File: config.mk
export PLATFORM = sky130hd
export DESIGN_NAME = host_serial_command_port
export DESIGN_NICKNAME = d
export VERILOG_FILES = /design/src/hw/hscp_pkg.sv /design/src/hw/byte_stream_if.sv /design/src/hw/byte_skid_fifo.sv /design/src/hw/host_serial_command_port.sv
export SDC_FILE = /design/constraint.sdc
export NUM_CORES = 1
export LEC_CHECK = 0
export ABC_AREA = 0
export BUFFER_PORTS_ARGS = -buffer_cell sky130_fd_sc_hd__buf_2
export CAP_MARGIN = 40
export CORE_ASPECT_RATIO = 1.25
export CORE_MARGIN = 2
export CORE_UTILIZATION = 50
export CTS_BUF_LIST = sky130_fd_sc_hd__clkbuf_4
export CTS_CLUSTER_DIAMETER = 30
export DETAILED_ROUTE_END_ITERATION = 8
export GPL_ROUTABILITY_DRIVEN = 1
export PLACE_DENSITY = 0.69
export SYNTH_ARGS = -nofsm -noshare
export SYNTH_HDL_FRONTEND = slang
export SYNTH_SLANG_ARGS = --single-unit
File: constraint.sdc
create_clock -name clock -period 2.8 [get_ports clock]
set_input_delay 0.14 -clock clock [delete_from_list [all_inputs] [get_ports clock]]
set_output_delay 0.14 -clock clock [all_outputs]
set_load 0.02 [all_outputs]
File: src/hw/hscp_pkg.sv
package hscp_pkg;

  // ----------------------------------------------------------------
  // Framing
  // ----------------------------------------------------------------
  localparam int         BYTE_BITS        = 8;
  localparam int         MAX_PACKET_BYTES = 32;
  localparam logic [5:0] PACKET_LIMIT     = 6'h20;
  localparam logic [2:0] LAST_BIT_INDEX   = 3'h7;

  // ----------------------------------------------------------------
  // Field counts for init wait and lockouts
  // ----------------------------------------------------------------
  localparam int         FIELD_CNT_W       = 9;
  localparam logic [8:0] INIT_FIELDS       = 9'h00A;
  localparam logic [8:0] EE_WRITE_FIELDS   = 9'h012;
  localparam logic [8:0] EE_ALL_FIELDS     = 9'h168;

  // ----------------------------------------------------------------
  // Reset values and strap timing
  // ----------------------------------------------------------------
  localparam logic [1:0] SYNC_RESET        = 2'h0;
  localparam logic [1:0] STRAP_SETTLE      = 2'h3;

  typedef enum logic [1:0] {
    CMD_PLAIN        = 2'b00,
    CMD_REG_WRITE    = 2'b01,
    CMD_EE_WRITE     = 2'b10,
    CMD_EE_WRITE_ALL = 2'b11
  } cmd_class_e;

  typedef enum logic [2:0] {
    ST_INIT  = 3'b000,
    ST_IDLE  = 3'b001,
    ST_EXEC  = 3'b010,
    ST_APPLY = 3'b011,
    ST_LOCK  = 3'b100,
    ST_OFF   = 3'b101
  } port_state_e;

  // Edge finders on synchronised levels
  function automatic logic rise_of(input logic prev, input logic cur);
    return cur & ~prev;
  endfunction : rise_of

  function automatic logic fall_of(input logic prev, input logic cur);
    return prev & ~cur;
  endfunction : fall_of

endpackage : hscp_pkg

File: src/hw/byte_stream_if.sv
`timescale 1ns/1ps
interface byte_stream_if #(parameter int WIDTH = 8);
  logic [WIDTH-1:0] data;
  logic             valid;
  logic             ready;
  modport source (output data, output valid, input ready);
  modport sink   (input data, input valid, output ready);
endinterface : byte_stream_if

File: src/hw/byte_skid_fifo.sv
`timescale 1ns/1ps
module byte_skid_fifo #(
  parameter int WIDTH = 8,
  parameter int DEPTH = 2
) (
  input  wire logic             clock,     // System clock
  input  wire logic             rst_n,     // Sync reset, active low
  byte_stream_if.sink           in_s,      // Filling side
  output logic [WIDTH-1:0]      out_data,  // Oldest entry
  output logic                  out_valid, // Entry available
  input  wire logic             out_ready  // Drain side accepts
);
  localparam int PW = (DEPTH > 1) ? $clog2(DEPTH) : 1;
  localparam int CW = $clog2(DEPTH + 1);

  logic [WIDTH-1:0] mem [DEPTH];
  logic [PW-1:0]    wr_ptr;
  logic [PW-1:0]    rd_ptr;
  logic [CW-1:0]    count;
  logic             push;
  logic             pop;

  // Handshakes; ready falls only when truly full
  assign in_s.ready = (count != CW'(DEPTH));
  assign out_valid  = (count != '0);
  assign out_data   = mem[rd_ptr];
  assign push       = in_s.valid & in_s.ready;
  assign pop        = out_valid & out_ready;

  function automatic logic [PW-1:0] bump(input logic [PW-1:0] p);
    return (p == PW'(DEPTH - 1)) ? '0 : PW'(p + 1'b1);
  endfunction : bump

  // Storage
  always_ff @(posedge clock) begin
    if (push) begin
      mem[wr_ptr] <= in_s.data;
    end
  end

  // Pointers and fill level
  always_ff @(posedge clock) begin
    if (!rst_n) begin
      wr_ptr <= '0;
      rd_ptr <= '0;
      count  <= '0;
    end else begin
      if (push) begin
        wr_ptr <= bump(wr_ptr);
      end
      if (pop) begin
        rd_ptr <= bump(rd_ptr);
      end
      if (push && !pop) begin
        count <= CW'(count + 1'b1);
      end else if (pop && !push) begin
        count <= CW'(count - 1'b1);
      end
    end
  end

endmodule : byte_skid_fifo

File: src/hw/host_serial_command_port.sv
`timescale 1ns/1ps
// What this block does
// - Host-port select strap is caught once after reset; later changes need reset.
// - With select low, input bits are taken on rising serial clock into bytes.
// - Output bit changes on each falling serial clock edge.
// - Every byte travels least significant bit first, both directions.
// - Output pin keeps its last level once a transfer ends.
// - Packets hold at most 32 bytes; whole packet taken, then executed.
// - New commands are refused until the current one has finished.
// - Reply to a packet is shifted out during the following packet.
// - Command latched only when select returns high.
// - Register writes take effect at next vertical drive latch point.
// - Only the staged register apply waits for the forbidden-communication window; packets latch at any time.
// - After a memory write, commands are refused for 18 fields.
// - After a write-all-categories command, commands are refused for 360 fields.
module host_serial_command_port (
  input  wire logic                clock,                // 10 MHz system clock
  input  wire logic                rst_n,                // Sync reset, active low
  input  wire logic                host_port_select,     // Strap, low picks host port
  input  wire logic                port_select_n,        // Chip select pin
  input  wire logic                serial_clock,         // Host serial clock pin
  input  wire logic                serial_in,            // Host data pin
  output logic                     serial_out,           // Reply data pin
  input  wire logic                vertical_drive_pulse, // Field pulse
  input  wire logic [7:0]          resp_data,            // Next reply byte
  output logic                     resp_take,            // Reply byte loaded
  output logic [4:0]               resp_index,           // Byte slot being loaded
  output logic [7:0]               rx_data,              // Received byte
  output logic                     rx_valid,             // Byte available
  input  wire logic                rx_ready,             // Byte consumer ready
  output logic                     rx_overrun,           // Byte lost this packet
  output logic                     pkt_done,             // Packet closed
  output logic [5:0]               pkt_len,              // Bytes in packet
  input  wire hscp_pkg::cmd_class_e cmd_class,           // Class of closed packet
  input  wire logic                exec_done,            // Command finished
  output logic                     apply_strobe,         // Apply staged registers
  output logic                     port_open             // Accepting packets
);
  import hscp_pkg::*;

  // ----------------------------------------------------------------
  // Pin synchronisers
  // ----------------------------------------------------------------
  logic [1:0] cs_sync, sck_sync, si_sync, vd_sync, sel_sync;
  logic       cs_q, sck_q, vd_q;

  // Two stages for every pin; only stage 1 feeds logic
  always_ff @(posedge clock) begin
    if (!rst_n) begin
      cs_sync  <= 2'h3;
      sck_sync <= 2'h3;
      si_sync  <= SYNC_RESET;
      vd_sync  <= SYNC_RESET;
      sel_sync <= SYNC_RESET;
    end else begin
      cs_sync  <= {cs_sync[0], port_select_n};
      sck_sync <= {sck_sync[0], serial_clock};
      si_sync  <= {si_sync[0], serial_in};
      vd_sync  <= {vd_sync[0], vertical_drive_pulse};
      sel_sync <= {sel_sync[0], host_port_select};
    end
  end

  // Previous levels for edge finding
  always_ff @(posedge clock) begin
    if (!rst_n) begin
      cs_q  <= 1'b1;
      sck_q <= 1'b1;
      vd_q  <= 1'b0;
    end else begin
      cs_q  <= cs_sync[1];
      sck_q <= sck_sync[1];
      vd_q  <= vd_sync[1];
    end
  end

  logic cs_fall, cs_rise, sck_rise, sck_fall, vd_fall;
  assign cs_fall  = fall_of(cs_q, cs_sync[1]);
  assign cs_rise  = rise_of(cs_q, cs_sync[1]);
  assign sck_rise = rise_of(sck_q, sck_sync[1]);
  assign sck_fall = fall_of(sck_q, sck_sync[1]);
  assign vd_fall  = fall_of(vd_q, vd_sync[1]);

  // ----------------------------------------------------------------
  // Strap capture
  // ----------------------------------------------------------------
  logic [1:0] strap_wait;
  logic       use_host;

  // Wait for the synchroniser to fill, then freeze the choice
  always_ff @(posedge clock) begin
    if (!rst_n) begin
      strap_wait <= 2'h0;
      use_host   <= 1'b0;
    end else if (strap_wait != STRAP_SETTLE) begin
      strap_wait <= strap_wait + 2'h1;
      if (strap_wait == STRAP_SETTLE - 2'h1) begin
        use_host <= ~sel_sync[1];
      end
    end
  end

  // ----------------------------------------------------------------
  // Command sequencing
  // ----------------------------------------------------------------
  port_state_e            state;
  cmd_class_e             class_q;
  logic [FIELD_CNT_W-1:0] field_cnt;
  logic [FIELD_CNT_W-1:0] lock_limit;
  logic                   rx_open;
  logic [5:0]             byte_cnt;
  logic                   pkt_end;

  assign pkt_end   = cs_rise & rx_open & (byte_cnt != 6'h00);
  assign port_open = (state == ST_IDLE);

  // Init wait, execution, staged apply and field lockouts
  always_ff @(posedge clock) begin
    if (!rst_n) begin
      state        <= ST_INIT;
      class_q      <= CMD_PLAIN;
      field_cnt    <= '0;
      lock_limit   <= '0;
      pkt_done     <= 1'b0;
      pkt_len      <= 6'h00;
      apply_strobe <= 1'b0;
    end else begin
      pkt_done     <= 1'b0;
      apply_strobe <= 1'b0;
      case (state)
        ST_INIT: begin
          if (vd_fall && strap_wait == STRAP_SETTLE) begin
            field_cnt <= field_cnt + 1'b1;
            if (field_cnt + 1'b1 == INIT_FIELDS) begin
              state <= use_host ? ST_IDLE : ST_OFF;
            end
          end
        end
        ST_IDLE: begin
          if (pkt_end) begin
            pkt_done <= 1'b1;
            pkt_len  <= byte_cnt;
            class_q  <= cmd_class;
            state    <= ST_EXEC;
          end
        end
        ST_EXEC: begin
          if (exec_done) begin
            field_cnt <= '0;
            case (class_q)
              CMD_REG_WRITE:    state <= ST_APPLY;
              CMD_EE_WRITE: begin
                lock_limit <= EE_WRITE_FIELDS;
                state      <= ST_LOCK;
              end
              CMD_EE_WRITE_ALL: begin
                lock_limit <= EE_ALL_FIELDS;
                state      <= ST_LOCK;
              end
              default:          state <= ST_IDLE;
            endcase
          end
        end
        ST_APPLY: begin
          // Vertical drive fall opens the quiet window
          if (vd_fall) begin
            apply_strobe <= 1'b1;
            state        <= ST_IDLE;
          end
        end
        ST_LOCK: begin
          if (vd_fall) begin
            field_cnt <= field_cnt + 1'b1;
            if (field_cnt + 1'b1 == lock_limit) begin
              state <= ST_IDLE;
            end
          end
        end
        default: state <= ST_OFF;
      endcase
    end
  end

  // ----------------------------------------------------------------
  // Receive shifter
  // ----------------------------------------------------------------
  logic [7:0] rx_shift;
  logic [2:0] bit_cnt;
  logic [7:0] pend_data;
  logic       pend_valid;
  logic       byte_done;
  byte_stream_if #(.WIDTH(BYTE_BITS)) to_fifo ();

  // Packet opens only while idle; busy packets are ignored whole
  always_ff @(posedge clock) begin
    if (!rst_n) begin
      rx_open  <= 1'b0;
      rx_shift <= 8'h00;
      bit_cnt  <= 3'h0;
      byte_cnt <= 6'h00;
      byte_done <= 1'b0;
    end else begin
      byte_done <= 1'b0;
      if (cs_fall) begin
        rx_open  <= (state == ST_IDLE);
        bit_cnt  <= 3'h0;
        byte_cnt <= 6'h00;
      end else if (cs_rise) begin
        rx_open <= 1'b0;
        bit_cnt <= 3'h0;
      end else if (rx_open && sck_rise) begin
        rx_shift <= {si_sync[1], rx_shift[7:1]};
        bit_cnt  <= bit_cnt + 3'h1;
        if (bit_cnt == LAST_BIT_INDEX && byte_cnt != PACKET_LIMIT) begin
          byte_cnt  <= byte_cnt + 6'h01;
          byte_done <= 1'b1;
        end
      end
    end
  end

  // Holding slot in front of the buffer; a lost byte is flagged
  always_ff @(posedge clock) begin
    if (!rst_n) begin
      pend_valid <= 1'b0;
      pend_data  <= 8'h00;
      rx_overrun <= 1'b0;
    end else begin
      if (byte_done && (!pend_valid || to_fifo.ready)) begin
        pend_valid <= 1'b1;
        pend_data  <= rx_shift;
      end else if (to_fifo.ready) begin
        pend_valid <= 1'b0;
      end
      if (byte_done && pend_valid && !to_fifo.ready) begin
        rx_overrun <= 1'b1;
      end else if (cs_fall) begin
        rx_overrun <= 1'b0;
      end
    end
  end

  assign to_fifo.data  = pend_data;
  assign to_fifo.valid = pend_valid;

  byte_skid_fifo #(
    .WIDTH (BYTE_BITS),
    .DEPTH (2)
  ) u_rx_fifo (
    .clock     (clock),
    .rst_n     (rst_n),
    .in_s      (to_fifo),
    .out_data  (rx_data),
    .out_valid (rx_valid),
    .out_ready (rx_ready)
  );

  // ----------------------------------------------------------------
  // Reply shifter
  // ----------------------------------------------------------------
  logic [6:0] tx_shift;

  // First fall of a byte loads the reply; pin holds level when idle
  always_ff @(posedge clock) begin
    if (!rst_n) begin
      serial_out <= 1'b1;
      tx_shift   <= 7'h00;
      resp_take  <= 1'b0;
      resp_index <= 5'h00;
    end else begin
      resp_take <= 1'b0;
      if (rx_open && sck_fall) begin
        if (bit_cnt == 3'h0) begin
          serial_out <= resp_data[0];
          tx_shift   <= resp_data[7:1];
          resp_take  <= (byte_cnt != PACKET_LIMIT);
          resp_index <= byte_cnt[4:0];
        end else begin
          serial_out <= tx_shift[0];
          tx_shift   <= {1'b0, tx_shift[6:1]};
        end
      end
    end
  end
endmodule : host_serial_command_port

Yosys cells after proc, flatten, opt, wreduce, memory -nomap -nowiden
Memories as Yosys holds them, arrays and structs flattened. A register that Yosys moved wholly into a read port is not among the register bits.
Cells that the tools add are included.
{"block": "word_totals", "register_bits": 94, "ram_bits": 16, "in_bits": 19, "word_cells": 155, "n_memories": 1}
{"block": "op_classes", "n_addsub": 8, "n_eq_ne": 22, "n_mux": 34, "bitwise": 19, "reduce_logical": 39}
{"name": "u_rx_fifo.mem", "depth": 2, "word_bits": 8, "read_ports": 1, "rd_clocked_by_memory_dff": 1, "wr": 1, "line": "byte_skid_fifo.sv:16", "text": "logic [WIDTH-1:0] mem [DEPTH];"}
{"cell": "$mux 9", "n": 3}
{"cell": "$pmux 9 s3", "n": 1}
{"cell": "$mux 3", "n": 8}
{"cell": "$pmux 9 s2", "n": 1}
{"cell": "$mux 1", "n": 16}
{"cell": "$ne 2x2->1 const B", "n": 8}
{"cell": "$pmux 3 s5", "n": 1}
{"cell": "$reduce_and 3->1", "n": 4}
{"cell": "$reduce_bool 2->1", "n": 6}
{"cell": "$not 1->1", "n": 10}
{"cell": "$reduce_and 2->1", "n": 5}
{"cell": "$add 9x1->9 const B", "n": 1}
{"cell": "$and 1x1->1", "n": 9}
{"cell": "$eq 9x4->1 const B", "n": 1}
{"cell": "$eq 9x9->1", "n": 1}
{"cell": "$logic_and 1x1->1", "n": 9}
{"cell": "$eq 2x2->1 const B", "n": 4}
{"cell": "$mux 7", "n": 1}
{"cell": "$reduce_and 7->1", "n": 1}
{"cell": "$add 6x1->6 const B", "n": 1}
{"cell": "$eq 3x2->1 const B", "n": 2}
{"cell": "$eq 3x3->1 const B", "n": 2}
{"cell": "$logic_not 3->1", "n": 2}
{"cell": "$ne 6x6->1 const B", "n": 1}
{"cell": "other kinds (17)", "n": 24}

Depth between registers and ports, before layout
Gate-level depths: netlist of the first run.
{"block": "depth", "ltp_word": 6, "depth_mapped": 10, "mapped_depth_nobuf": 8}

By module
A second synthesis of the first run with hierarchy kept.
{"block": "hier_totals", "cells_unflattened": 464, "area_unflattened_um2": 4503.1}
{"module": "host_serial_command_port", "instances": 1, "cells_per_inst": 414, "area_each_um2": 3693.5, "seq_area_each_um2": 1661.6}
{"module": "byte_skid_fifo", "instances": 1, "cells_per_inst": 50, "area_each_um2": 809.5, "seq_area_each_um2": 580.6}

Worst setup path after synthesis of the first run
Ideal clock, no wire load.
{"block": "synth_timing", "kind": "reg-to-reg", "start": "reg field_cnt[0]", "end": "reg state[2]", "setup_ns": 0.119, "t_arrival_ns": 2.021, "required_time_ns": 2.681, "slack_ns": 0.660, "path_stages_with_launch": 9, "path_buffers": 1, "path_cell_list": "dfxtp_1 ha_1 buf_4 inv_2 nor3_4 xnor2_1 o32a_1 or4_4 o221a_1"}
{"block": "synth_between", "elab_chain_cells": 4}
{"item": "from (decl)", "line": "host_serial_command_port.sv:108", "text": "logic [FIELD_CNT_W-1:0] field_cnt;"}
{"item": "from (signal assigned)", "line": "host_serial_command_port.sv:133", "text": "field_cnt <= field_cnt + 1'b1;"}
{"item": "from (signal assigned)", "line": "host_serial_command_port.sv:173", "text": "field_cnt <= field_cnt + 1'b1;"}
{"item": "$add 9x1->9 (*)", "line": "host_serial_command_port.sv:134, host_serial_command_port.sv:174"}
{"item": "$eq 9x9->1 / $eq 9x4->1 (equally long branches)", "line": "host_serial_command_port.sv:174, host_serial_command_port.sv:134"}
{"item": "$ne 2x2->1 (no line)"}
{"item": "$reduce_and 7->1 (no line) (*)"}
{"item": "to (signal assigned)", "line": "host_serial_command_port.sv:135", "text": "state <= use_host ? ST_IDLE : ST_OFF;"}
{"item": "to (decl)", "line": "host_serial_command_port.sv:106", "text": "port_state_e state;"}
Mark *: on every way between the ends. The rest lies on a longest branch, timed or not.
A chain may end at the register's enable or synchronous reset.

Worst setup path in the final report of the first run
Ends and elaborated chain as after synthesis.

==> summary.md, run 1 <==
| Metric | Value |
|---|---|
| Run status | `finished clean` |
| Longest Clk Path Bufs | `2` |
| CP Class | `flop to flop` |
| Row count | `38` |
| Vias in the first global route | `3128` |
| Fraction of registers with async set/reset | `0%` |
| CTS tree | `built` |
| Multi-input gate area | `0.00201 sq mm` |
| CP max FO | `9` |
| Worst EP arrival | `2.78 ns` |
| Yosys Warn Count | `0` |
| Chip Width | `88.2 um` |
| Crit path largest cell delay | `0.49 ns` |
| Hold Fails Final Rpt | `0` |
| Vias per cell | `between 5 and 6` |
| Clock Skews | `0.00852 ns` |
| Largest net degree at the start of global routing | `24` |
| Critical Path Stages | `7` |
| Post-Syn Area per Cell | `9.75 sq um` |
| Worst path bufs/invs | `0` |
| Metal1 wirelength | `3530 um` |
| Slowest CP cell | `or4_4` |
| Worst EP required | `3.16 ns` |
| Seq cells post-synth | `~100` |
| Pins Over Slew Limit | `0` |
| P_sw | `595 uW` |
| Internal | `around 1.8 mW` |
| Initial drt markers | `158` |
| Placed cell area | `0.00475 sq mm` |
| Worst VDD drop | `0.371 mV` |
| Max Clock Freq | `414 MHz` |
| Hold Path Class | `input pin to flop` |
| Most common cell after layout, fill and taps aside | `dfxtp_1` |
| Global-route usage over all layers | `18.2%` |
| CORE AREA | `0.00865 sq mm` |
| Initial antenna violation count | `1` |
| Synth Flop Type | `dfxtp_1` |
| Worst path cell trace | `ha_1 > nand3_1 > o21ai_0 > o211ai_1 > o32a_1 > or4_4 > o221a_1` |
| Final setup violation count | `0` |
| Uppermost layer routed | `met4` |
| Routed wire length per instance | `12.6 um` |
| H-tree levels | `3` |
| Sw frac | `24.6%` |
| Number of flops mapped to enable cells by yosys | `16` |
| Hold depth | `5` |
| First-pass GRT wire length | `13700 um` |
| Routability cong. | `0.811` |
| RSZ-0062 raised after global routing | `no` |
| Fin crit period | `2.42 ns` |
| Total Wirelength | `7960 um` |
| IO Pins | `45` |
| I/O Buffers | `44` |
| Crit. End Element | `flop` |
| Post-Syn Area | `around 0.0044 sq mm` |
| Gate Count Post-Synth | `454` |
| Nets | `535` |
| Most frequent cells in the layout | `88 x dfxtp_1, 72 x nor2_1, 44 x buf_2` |
| LEAKAGE | `2.13 nW` |
| Top Family by Delay on Critical Path | `compound AO/OA/AOI/OAI gates` |
| Hold Buf Count CTS | `14` |
| Clk Latency, worst-skew pair | `between 0.4 and 0.5 ns` |
| Hpwl dp | `5690 um` |
| Final Core Density | `between 50% and 60%` |
| Slew @ Worst Pin | `0.859 ns` |
| Synth cell types | `58` |
| Syn Nets | `between 400 and 500` |
| Die Y-Extent | `109 um` |
| Initial core utilization | `51.2%` |
| Final TNS setup | `0 ns` |
| Share of the yosys chip area belonging to registers | `around 50%` |
| Filler Cell Count | `between 700 and 800` |
| Clock power share | `29.3%` |
| Met3 wire length | `352 um` |
| DRC viols | `0` |
| Pre-Repair DR Iteration Count | `4` |
| PwrDens | `482 mW/mm^2` |
| Cells on worst reg2reg path | `7` |
| Total setup buffers inserted after CTS | `0` |
| Period utilization | `between 80% and 90%` |
| Via count | `3190` |
| Synth-to-layout area growth | `13.4%` |
| Metal2 WL | `3960 um` |
| Sequential share of power | `64.3%` |
| Post-route ant nets | `0` |
| GR Overflow Total | `0` |
| Design area | `0.00502 sq mm` |
| DIE AREA | `around 0.0096 sq mm` |
| Layout cells sized above 1 | `17.3%` |
| FF/Latch Area | `0.00224 sq mm` |
| Crit path launch type | `flop` |
| Worst relative slew slack | `about 42%` |
| Post-CTS Resized | `0` |
| Comb pwr share | `6.4%` |
| CTS clk-pin slew, worst paths | `around 0.16 ns` |
| CTS buffer count | `9` |
| Max-cap viol count | `0` |
| Clock Sink Count | `104` |
| CTS Root Cell | `clkbuf_4` |
## area by class of cell
class                           count  share of cell area [%]
Sequential cell                   104                    44.6
Tap cell                          120                    2.99
Inverter                           17                    1.27
Timing Repair Buffer               64                    8.55
Clock inverter                      5                   0.847
Antenna cell                        1                  0.0498
Multi-Input combinational cell    308                    40.0
Clock buffer                       11                    1.64
## cells by family (layout without fill, tap and decap cells)
kind of cell	Yosys count	in the layout	share of synthesized area [%]
buf+inv	42	97	3.98
other cells	0	1	0
xor+xnor	18	18	3.56
fa+ha+maj	12	12	3.39
flops	104	104	50.6
simple gates	175	175	20.2
mux	39	39	9.04
compound gates	64	64	9.18
## cells in the mapped netlist (2+ instances only)
library cell / n / area, sq um
nand4_1: 4 / 25.0
o31ai_1: 2 / 15.0
a211oi_1: 7 / 52.6
mux2_2: 8 / 90.1
ha_1: 12 / 150
or2_2: 4 / 25.0
buf_1: 2 / 7.51
nor4b_1: 2 / 17.5
dfxtp_1: 88 / 1760
o211ai_1: 2 / 15.0
a21oi_1: 26 / 130
nor2_1: 72 / 270
buf_4: 4 / 30.0
nor2b_1: 2 / 12.5
nor4_1: 2 / 12.5
nand3b_1: 2 / 15.0
xnor2_1: 8 / 70.1
mux2i_1: 31 / 310
edfxtp_1: 16 / 480
a221o_1: 2 / 20.0
or3_1: 4 / 25.0
and3_1: 6 / 37.5
clkbuf_1: 16 / 60.1
nand2_1: 28 / 105
o21a_1: 5 / 37.5
nand3_1: 5 / 25.0
o21bai_1: 2 / 15.0
o21ai_0: 10 / 50.1
xor2_1: 10 / 87.6
inv_1: 15 / 56.3
and2_1: 9 / 56.3
buf_2: 3 / 15.0
inv_2: 2 / 7.51
nor3_1: 9 / 45.0
nand2b_1: 11 / 68.8
## sequential cells by signal (all words and copies together) (netlist names), 3 cells and up, named ones only
| signal | flops |
|---|---|
| u_rx_fifo.mem | 16 |
| pkt_len | 6 |
| tx_shift | 7 |
| pend_data | 8 |
| bit_cnt | 3 |
| state | 3 |
| field_cnt | 9 |
| byte_cnt | 6 |
| rx_shift | 8 |
| resp_index | 5 |
## path summary, 6_finish.rpt
check / start / to / slack (ns)
setup / recovery: field_cnt[0] / state[2] / 0.38
hold / removal: resp_data[0] / serial_out / 0.04
setup reg to reg: field_cnt[0] / state[2] / 0.38
hold reg to reg: sel_sync[1] / use_host / 0.42
## per-layer routing
layer,vias to the layer above,track usage [%]
li1,1655,-
met1,1472,21.1
met2,54,30.9
met3,9,6.13
met4,0,6.82
met5,-,0
## power groups by stage
stage | Sequential (mW) | Clock (mW) | Combinational, mW
4_1_cts | 1.56 | 0.735 | 0.157
3_3_place_gp | 1.59 | 0 | 0.133
2_1_floorplan | 1.58 | 0 | 0.104
5_1_grt | 1.56 | 0.806 | 0.173
6_report | 1.56 | 0.710 | 0.155
3_5_place_dp | 1.59 | 0 | 0.141
## worst reg2reg max path: cells and delay by family (launching register included)
family	cells	cell delay, ns
AO/OA/AOI/OAI	4	0.77
adder cells (fa/ha/maj)	1	0.38
flip-flops	1	0.48
AND/OR/NAND/NOR	2	0.70
## through the flow
step                      std cells  power (mW)  worst slack [ns]  hold slack, ns
final                           630        2.42             0.384          0.0414
after global routing            630        2.54             0.159          0.0155
after CTS                       629        2.45             0.393          0.0130
after detailed placement        599        1.73             0.446           0.325
after global placement          597        1.72             0.485           0.324
after floorplan                 454        1.68             0.660           0.241
(Power assumes the default switching activity.)
==> run 2: changes to the inputs <==
--- a/config.mk
+++ b/config.mk
@@ -16,6 +16,7 @@
 export DETAILED_ROUTE_END_ITERATION = 8
 export GPL_ROUTABILITY_DRIVEN = 1
 export PLACE_DENSITY = 0.69
+export REMOVE_ABC_BUFFERS = 1
 export SYNTH_ARGS = -nofsm -noshare
 export SYNTH_HDL_FRONTEND = slang
 export SYNTH_SLANG_ARGS = --single-unit
==> run 2 against run 1 <==
  * First-iteration DRC count rose by 16%
  * Die area did not move
  * Via count rose by 0.28%
  * Critical endpoint unchanged
  * Clock skew rose by 0.0064 ns
  * Critical path depth did not move
  * Largest cell class unchanged
  * Register-to-register slack improved by 0.03 ns
  * Combinational power fell by 4%
  * Wire length fell by 1.1%
  * Flip-flop and latch count did not move
==> summary.md, run 2 (synthesis gave the netlist of run 1 again) <==
| Metric | Value |
|---|---|
| Period utilization | `85.4% (-0.93 points)` |
| Pre-Repair DR Iteration Count | `4 (unchanged)` |
| Largest net degree at the start of global routing | `45 (+88%)` |
| Post-Place Worst Slack | `0.449 ns (+0.00341 ns)` |
| Hold depth | `5 (unchanged)` |
| Largest register by flop count | `u_rx_fifo.mem` |
| Hold Path Class | `input pin to flop` |
| Chip Width | `88.2 um (unchanged)` |
| Initial drt markers | `183 (+16%)` |
| Hpwl dp | `5420 um (-4.8%)` |
| IO Pins | `45 (unchanged)` |
| Routability cong. | `0.844 (+4.0%)` |
| Worst EP required | `3.16 ns (about the same)` |
| Vias per cell | `5.10 (+0.76%)` |
| Clk Latency, worst-skew pair | `0.45 ns (about the same)` |
| Total Wirelength | `7870 um (-1.1%)` |
| Clock Sink Count | `104 (unchanged)` |
| Hold Buf Count CTS | `13 (-1)` |
| Cells on worst reg2reg path | `7 (unchanged)` |
| CTS buffer count | `9 (unchanged)` |
| Post-CTS Resized | `0 (unchanged)` |
| Vias in the first global route | `2998 (-4.2%)` |
| First-pass GRT wire length | `13400 um (-2.4%)` |
| Fin crit period | `2.39 ns (-0.0261 ns)` |
| Crit path launch type | `flop` |
| PnR worst setup slack | `0.410 ns (+0.0261 ns)` |
| Slew @ Worst Pin | `0.875 ns (+0.0161 ns)` |
| I/O Buffers | `44 (unchanged)` |
| Design area | `0.00502 sq mm (about the same)` |
| Via count | `3199 (+0.28%)` |
| Crit. End Element | `flop` |
| Synth-to-layout area growth | `13.3% (about the same)` |
| Run status | `finished clean` |
| Largest register FFs | `16 (unchanged)` |
| Max-cap viol count | `0 (unchanged)` |
| Post-route ant nets | `0 (unchanged)` |
| Initial antenna violation count | `0 (-1)` |
| Hold Fails Final Rpt | `0 (unchanged)` |
| Max Clock Freq | `418 MHz (+1.1%)` |
| Total setup buffers inserted after CTS | `0 (unchanged)` |
| DIE AREA | `0.00963 sq mm (unchanged)` |
| Final hold slack | `0.0396 ns (-0.00180 ns)` |
| Biggest regs | `u_rx_fifo.mem: 16 flops, field_cnt: 9 flops` |
| RSZ-0062 raised after global routing | `no` |
| CTS clk-pin slew, worst paths | `0.17 ns (about the same)` |
| PwrDens | `504 mW/mm^2 (+4.7%)` |
| Worst VDD drop | `0.396 mV (+6.7%)` |
| DRC viols | `0 (unchanged)` |
| Most common cell after layout, fill and taps aside | `dfxtp_1` |
| CTS Root Cell | `clkbuf_4` |
| Initial core utilization | `51.2% (unchanged)` |
| Nets | `533 (-0.37%)` |
| N_diodes | `0 (-1)` |
| H-tree levels | `3 (unchanged)` |
| Longest Clk Path Bufs | `2 (unchanged)` |
| Clock Skews | `0.0149 ns (+0.00639 ns)` |
| Final setup violation count | `0 (unchanged)` |
| Most frequent cells in the layout | `88 x dfxtp_1, 72 x nor2_1, 44 x buf_2` |
| Worst relative slew slack | `41.2% (-1.1 points)` |
| Final TNS setup | `0 ns (unchanged)` |
| Layout cells sized above 1 | `17.2% (-0.13 points)` |
| Finished Layout Cells | `627 (-0.48%)` |
| LEAKAGE | `2.14 nW (+0.44%)` |
| Pins Over Slew Limit | `0 (unchanged)` |
| Die Y-Extent | `109 um (unchanged)` |
| Placed cell area | `0.00473 sq mm (-0.58%)` |
| Global-route usage over all layers | `17.6% (-0.64 points)` |
| Worst EP arrival | `2.75 ns (-0.03 ns)` |
| CP max FO | `9 (unchanged)` |
| Routed wire length per instance | `12.6 um (-0.61%)` |
| CTS tree | `built` |
| CP Class | `flop to flop` |
| Final Core Density | `58.0% (about the same)` |
| Total power | `2.53 mW (+4.6%)` |
| Placed cell count | `598 (-0.17%)` |
| CORE AREA | `0.00865 sq mm (unchanged)` |
| GR Overflow Total | `0 (unchanged)` |
| Row count | `38 (unchanged)` |
==> run 2: worst paths after layout <==
path                     start          to  slack, ns
hold / removal    resp_data[0]  serial_out       0.04
setup / recovery  field_cnt[0]    state[2]       0.41
setup reg to reg  field_cnt[0]    state[2]       0.41
hold reg to reg    sel_sync[1]    use_host       0.43
==> run 2: final cells by class <==
| cell class | count | area, sq um |
|---|---|---|
| clock inverter | 6 | 86.3 |
| multi-input combinational | 308 | 2010 |
| fill | 794 | 3630 |
| clock buffer | 10 | 75.1 |
| timing repair buffer | 62 | 392 |
| sequential | 104 | 2240 |
| inverter | 17 | 63.8 |
| tap | 120 | 150 |
==> run 2: power breakdown <==
part           switching (mW)  internal, mW  total [mW]  leakage [nW]
Sequential             0.0193          1.54        1.56         0.860
Clock                   0.519         0.308       0.827        0.0878
Combinational          0.0763        0.0722       0.149          1.19
Total                   0.615          1.92        2.53          2.14
==> run 2: metal layers <==
metal / track usage (%) / share of wire [%]
met4: 7.25 / 1.5
met1: 21.4 / 47
met2: 30.0 / 48
met5: 0 / 0
met3: 3.71 / 3.4
==> run 2: worst max-delay path: stages (launching register included) <==
cell and delay (ns):
dfxtp_1 0.48, ha_1 0.39, nand3_1 0.18, o21ai_0 0.20, o211ai_1 0.16, o32a_1 0.20, or4_4 0.49, o221a_1 0.21
==> run 3: changes to the inputs <==
--- a/config.mk
+++ b/config.mk
@@ -15,6 +15,7 @@
 export CTS_CLUSTER_DIAMETER = 30
 export DETAILED_ROUTE_END_ITERATION = 8
 export GPL_ROUTABILITY_DRIVEN = 1
+export GPL_TIMING_DRIVEN = 0
 export PLACE_DENSITY = 0.69
 export REMOVE_ABC_BUFFERS = 1
 export SYNTH_ARGS = -nofsm -noshare
==> constraint.sdc (replaced) <==
create_clock -name clock -period 3.1 [get_ports clock]
set_input_delay 0.155 -clock clock [delete_from_list [all_inputs] [get_ports clock]]
set_output_delay 0.155 -clock clock [all_outputs]
set_load 0.02 [all_outputs]
==> run 3 against run 2 <==
  * Clock skew increased by 0.012 ns
  * Combinational power decreased by 9%
  * Register-to-register slack improved by 0.24 ns
  * First-iteration DRC count decreased by 26%
  * Via count about the same
  * Wire length increased by 0.36%
  * Sequential power decreased by 9.6%
  * Final area decreased by 0.22%
  * Critical path depth unchanged
  * Flip-flop and latch count unchanged
  * Sequential share of layout area increased by 0.10 points
==> summary.md, run 3 (synthesis gave the netlist of run 1 again) <==
| Metric | Value |
|---|---|
| Vias per cell | `5.12 (+0.41%)` |
| Die Y-Extent | `109 um (unchanged)` |
| RSZ-0062 raised after global routing | `no` |
| CTS clk-pin slew, worst paths | `0.19 ns (+0.02 ns)` |
| Most common cell after layout, fill and taps aside | `dfxtp_1` |
| Worst reg2reg setup slack | `0.65 ns (+0.24 ns)` |
| PwrDens | `452 mW/mm^2 (-10%)` |
| H-tree levels | `3 (unchanged)` |
| Largest net degree at the start of global routing | `47 (+4.4%)` |
| Final TNS setup | `0 ns (unchanged)` |
| Sw frac | `26.7% (+2.4 points)` |
| Slew @ Worst Pin | `0.916 ns (+0.0403 ns)` |
| Most frequent cells in the layout | `88 x dfxtp_1, 72 x nor2_1, 45 x buf_2` |
| DRC viols | `0 (unchanged)` |
| Via count | `3202 (+0.094%)` |
| Worst reg2reg startpoint | `field_cnt[0]` |
| Placed cell count | `596 (-0.33%)` |
| Worst EP required | `3.47 ns (+0.31 ns)` |
| Clock Skews | `0.0266 ns (+0.0117 ns)` |
| CP max FO | `9 (unchanged)` |
| Biggest regs | `u_rx_fifo.mem: 16 flops, field_cnt: 9 flops` |
| Initial antenna violation count | `0 (unchanged)` |
| CP Class | `flop to flop` |
| CTS buffer count | `9 (unchanged)` |
| CTS Root Cell | `clkbuf_4` |
| Layout cells sized above 1 | `17.0% (-0.13 points)` |
| Vias in the first global route | `3059 (+2.0%)` |
| P_sw | `604 uW (-1.8%)` |
| Comb pwr share | `6.0% (about the same)` |
| Run status | `finished clean` |
| Clk Latency, worst-skew pair | `0.47 ns (+0.02 ns)` |
| Total Wirelength | `7900 um (+0.36%)` |
| Nets | `531 (-0.38%)` |
| Pre-Repair DR Iteration Count | `4 (unchanged)` |
| Initial drt markers | `135 (-26%)` |
| Total power | `2.26 mW (-11%)` |
| DIE AREA | `0.00963 sq mm (unchanged)` |
| Hold depth | `5 (unchanged)` |
| Post-route ant nets | `0 (unchanged)` |
| FF-to-FF End | `state[2]` |
| Worst VDD drop | `0.319 mV (-19%)` |
| Sequential share of power | `62.1% (+0.6 points)` |
| Crit path launch type | `flop` |
| Chip Width | `88.2 um (unchanged)` |
| Period utilization | `79.2% (-6.2 points)` |
| LEAKAGE | `2.13 nW (-0.45%)` |
| Row count | `38 (unchanged)` |
| CORE AREA | `0.00865 sq mm (unchanged)` |
| Finished Layout Cells | `625 (-0.32%)` |
| Routability cong. | `0.816 (-3.3%)` |
| Hold Path Class | `input pin to flop` |
| Clock power share | `31.8% (-0.9 points)` |
| Hold path start | `resp_data[0]` |
| Hpwl dp | `5360 um (-1.1%)` |
| Synth-to-layout area growth | `13.1%` |
| Worst EP arrival | `2.83 ns (+0.08 ns)` |
| Fin crit period | `2.45 ns (+0.0642 ns)` |
| Pins Over Slew Limit | `0 (unchanged)` |
| Clock Sink Count | `104 (unchanged)` |
| First-pass GRT wire length | `13600 um (+1.4%)` |
| Filler Cell Count | `793 (-0.13%)` |
| Largest register FFs | `16 (unchanged)` |
| CTS tree | `built` |
| Min-Delay Endpoint | `serial_out` |
| Initial core utilization | `51.2% (unchanged)` |
| Cells on worst reg2reg path | `7 (unchanged)` |
| Routed wire length per instance | `12.6 um (+0.68%)` |
| Final hold slack | `0.0198 ns (-0.0198 ns)` |
| I/O Buffers | `44 (unchanged)` |
| Crit. End Element | `flop` |
| Max-cap viol count | `0 (unchanged)` |
| Hold Fails Final Rpt | `0 (unchanged)` |
| N_diodes | `0 (unchanged)` |
| Largest register by flop count | `u_rx_fifo.mem` |
| IO Pins | `45 (unchanged)` |
| GR Overflow Total | `0 (unchanged)` |
| Worst relative slew slack | `38.7% (-2.5 points)` |
| Internal | `1.66 mW (-13%)` |
| Max Clock Freq | `407 MHz (-2.6%)` |
| Global-route usage over all layers | `17.7% (+0.16 points)` |
| Longest Clk Path Bufs | `2 (unchanged)` |
| Final Core Density | `57.9% (-0.13 points)` |
| Final setup violation count | `0 (unchanged)` |
-- run 3: final cells by class --
class / instances / area [sq um] / area share (%)
flip-flops and latches: 104 / 2240 / 44.8
repair buffers: 60 / 383 / 7.65
clock inverters: 7 / 91.3 / 1.82
multi-input cells: 308 / 2010 / 40.1
inverters: 17 / 63.8 / 1.27
well taps: 120 / 150 / 3.00
clock buffers: 9 / 67.6 / 1.35
-- run 3: power by group through the flow --
stage | clock network, mW | logic (mW) | registers, mW
floorplan | 0 | 0.0839 | 1.43
global placement | 0 | 0.118 | 1.43
detailed placement | 0 | 0.125 | 1.44
CTS | 0.739 | 0.138 | 1.41
global route | 0.797 | 0.152 | 1.41
finish | 0.720 | 0.136 | 1.41
-- run 3: repair_timing --
item,4_1_cts,5_1_grt
buffers inserted,0,0
hold buffers,13,0
hold endpoints to repair,13,0
resized for setup,0,0
-- run 3: through the flow --
| stage | cell area [sq um] | worst slack, ns |
|---|---|---|
| 2_1_floorplan | 4320 | 0.899 |
| 3_3_place_gp | 4690 | 0.579 |
| 3_5_place_dp | 4720 | 0.715 |
| 4_1_cts | 5010 | 0.676 |
| 5_1_grt | 5010 | 0.532 |
| 6_report | 5010 | 0.646 |
-- run 3: worst max-delay path, cell delays in order (launching register included) --
cell and delay (ns):
dfxtp_1 0.50, ha_1 0.40, nand3_1 0.20, o21ai_0 0.20, o211ai_1 0.17, o32a_1 0.21, or4_4 0.49, o221a_1 0.22
-- run 3: worst max-delay path by stage --
stage | startpoint | endpoint | slack [ns] | cells after the start
floorplan | field_cnt[0] | state[2] | 0.90 | 7
global placement | byte_cnt[0] | byte_cnt[5] | 0.58 | 8
detailed placement | field_cnt[0] | state[2] | 0.72 | 7
CTS | field_cnt[0] | state[2] | 0.68 | 7
global route | field_cnt[0] | state[2] | 0.53 | 7
finish | field_cnt[0] | state[2] | 0.65 | 7
-- run 3: routing by layer --
metal	track usage, %	up-vias	share of wire (%)	wire, um
li1	-	1649	-	-
met1	21.6	1504	46	3660
met2	30.6	41	49	3870
met3	3.56	8	3.5	273
met4	6.82	0	1.2	96
met5	0	-	0	0
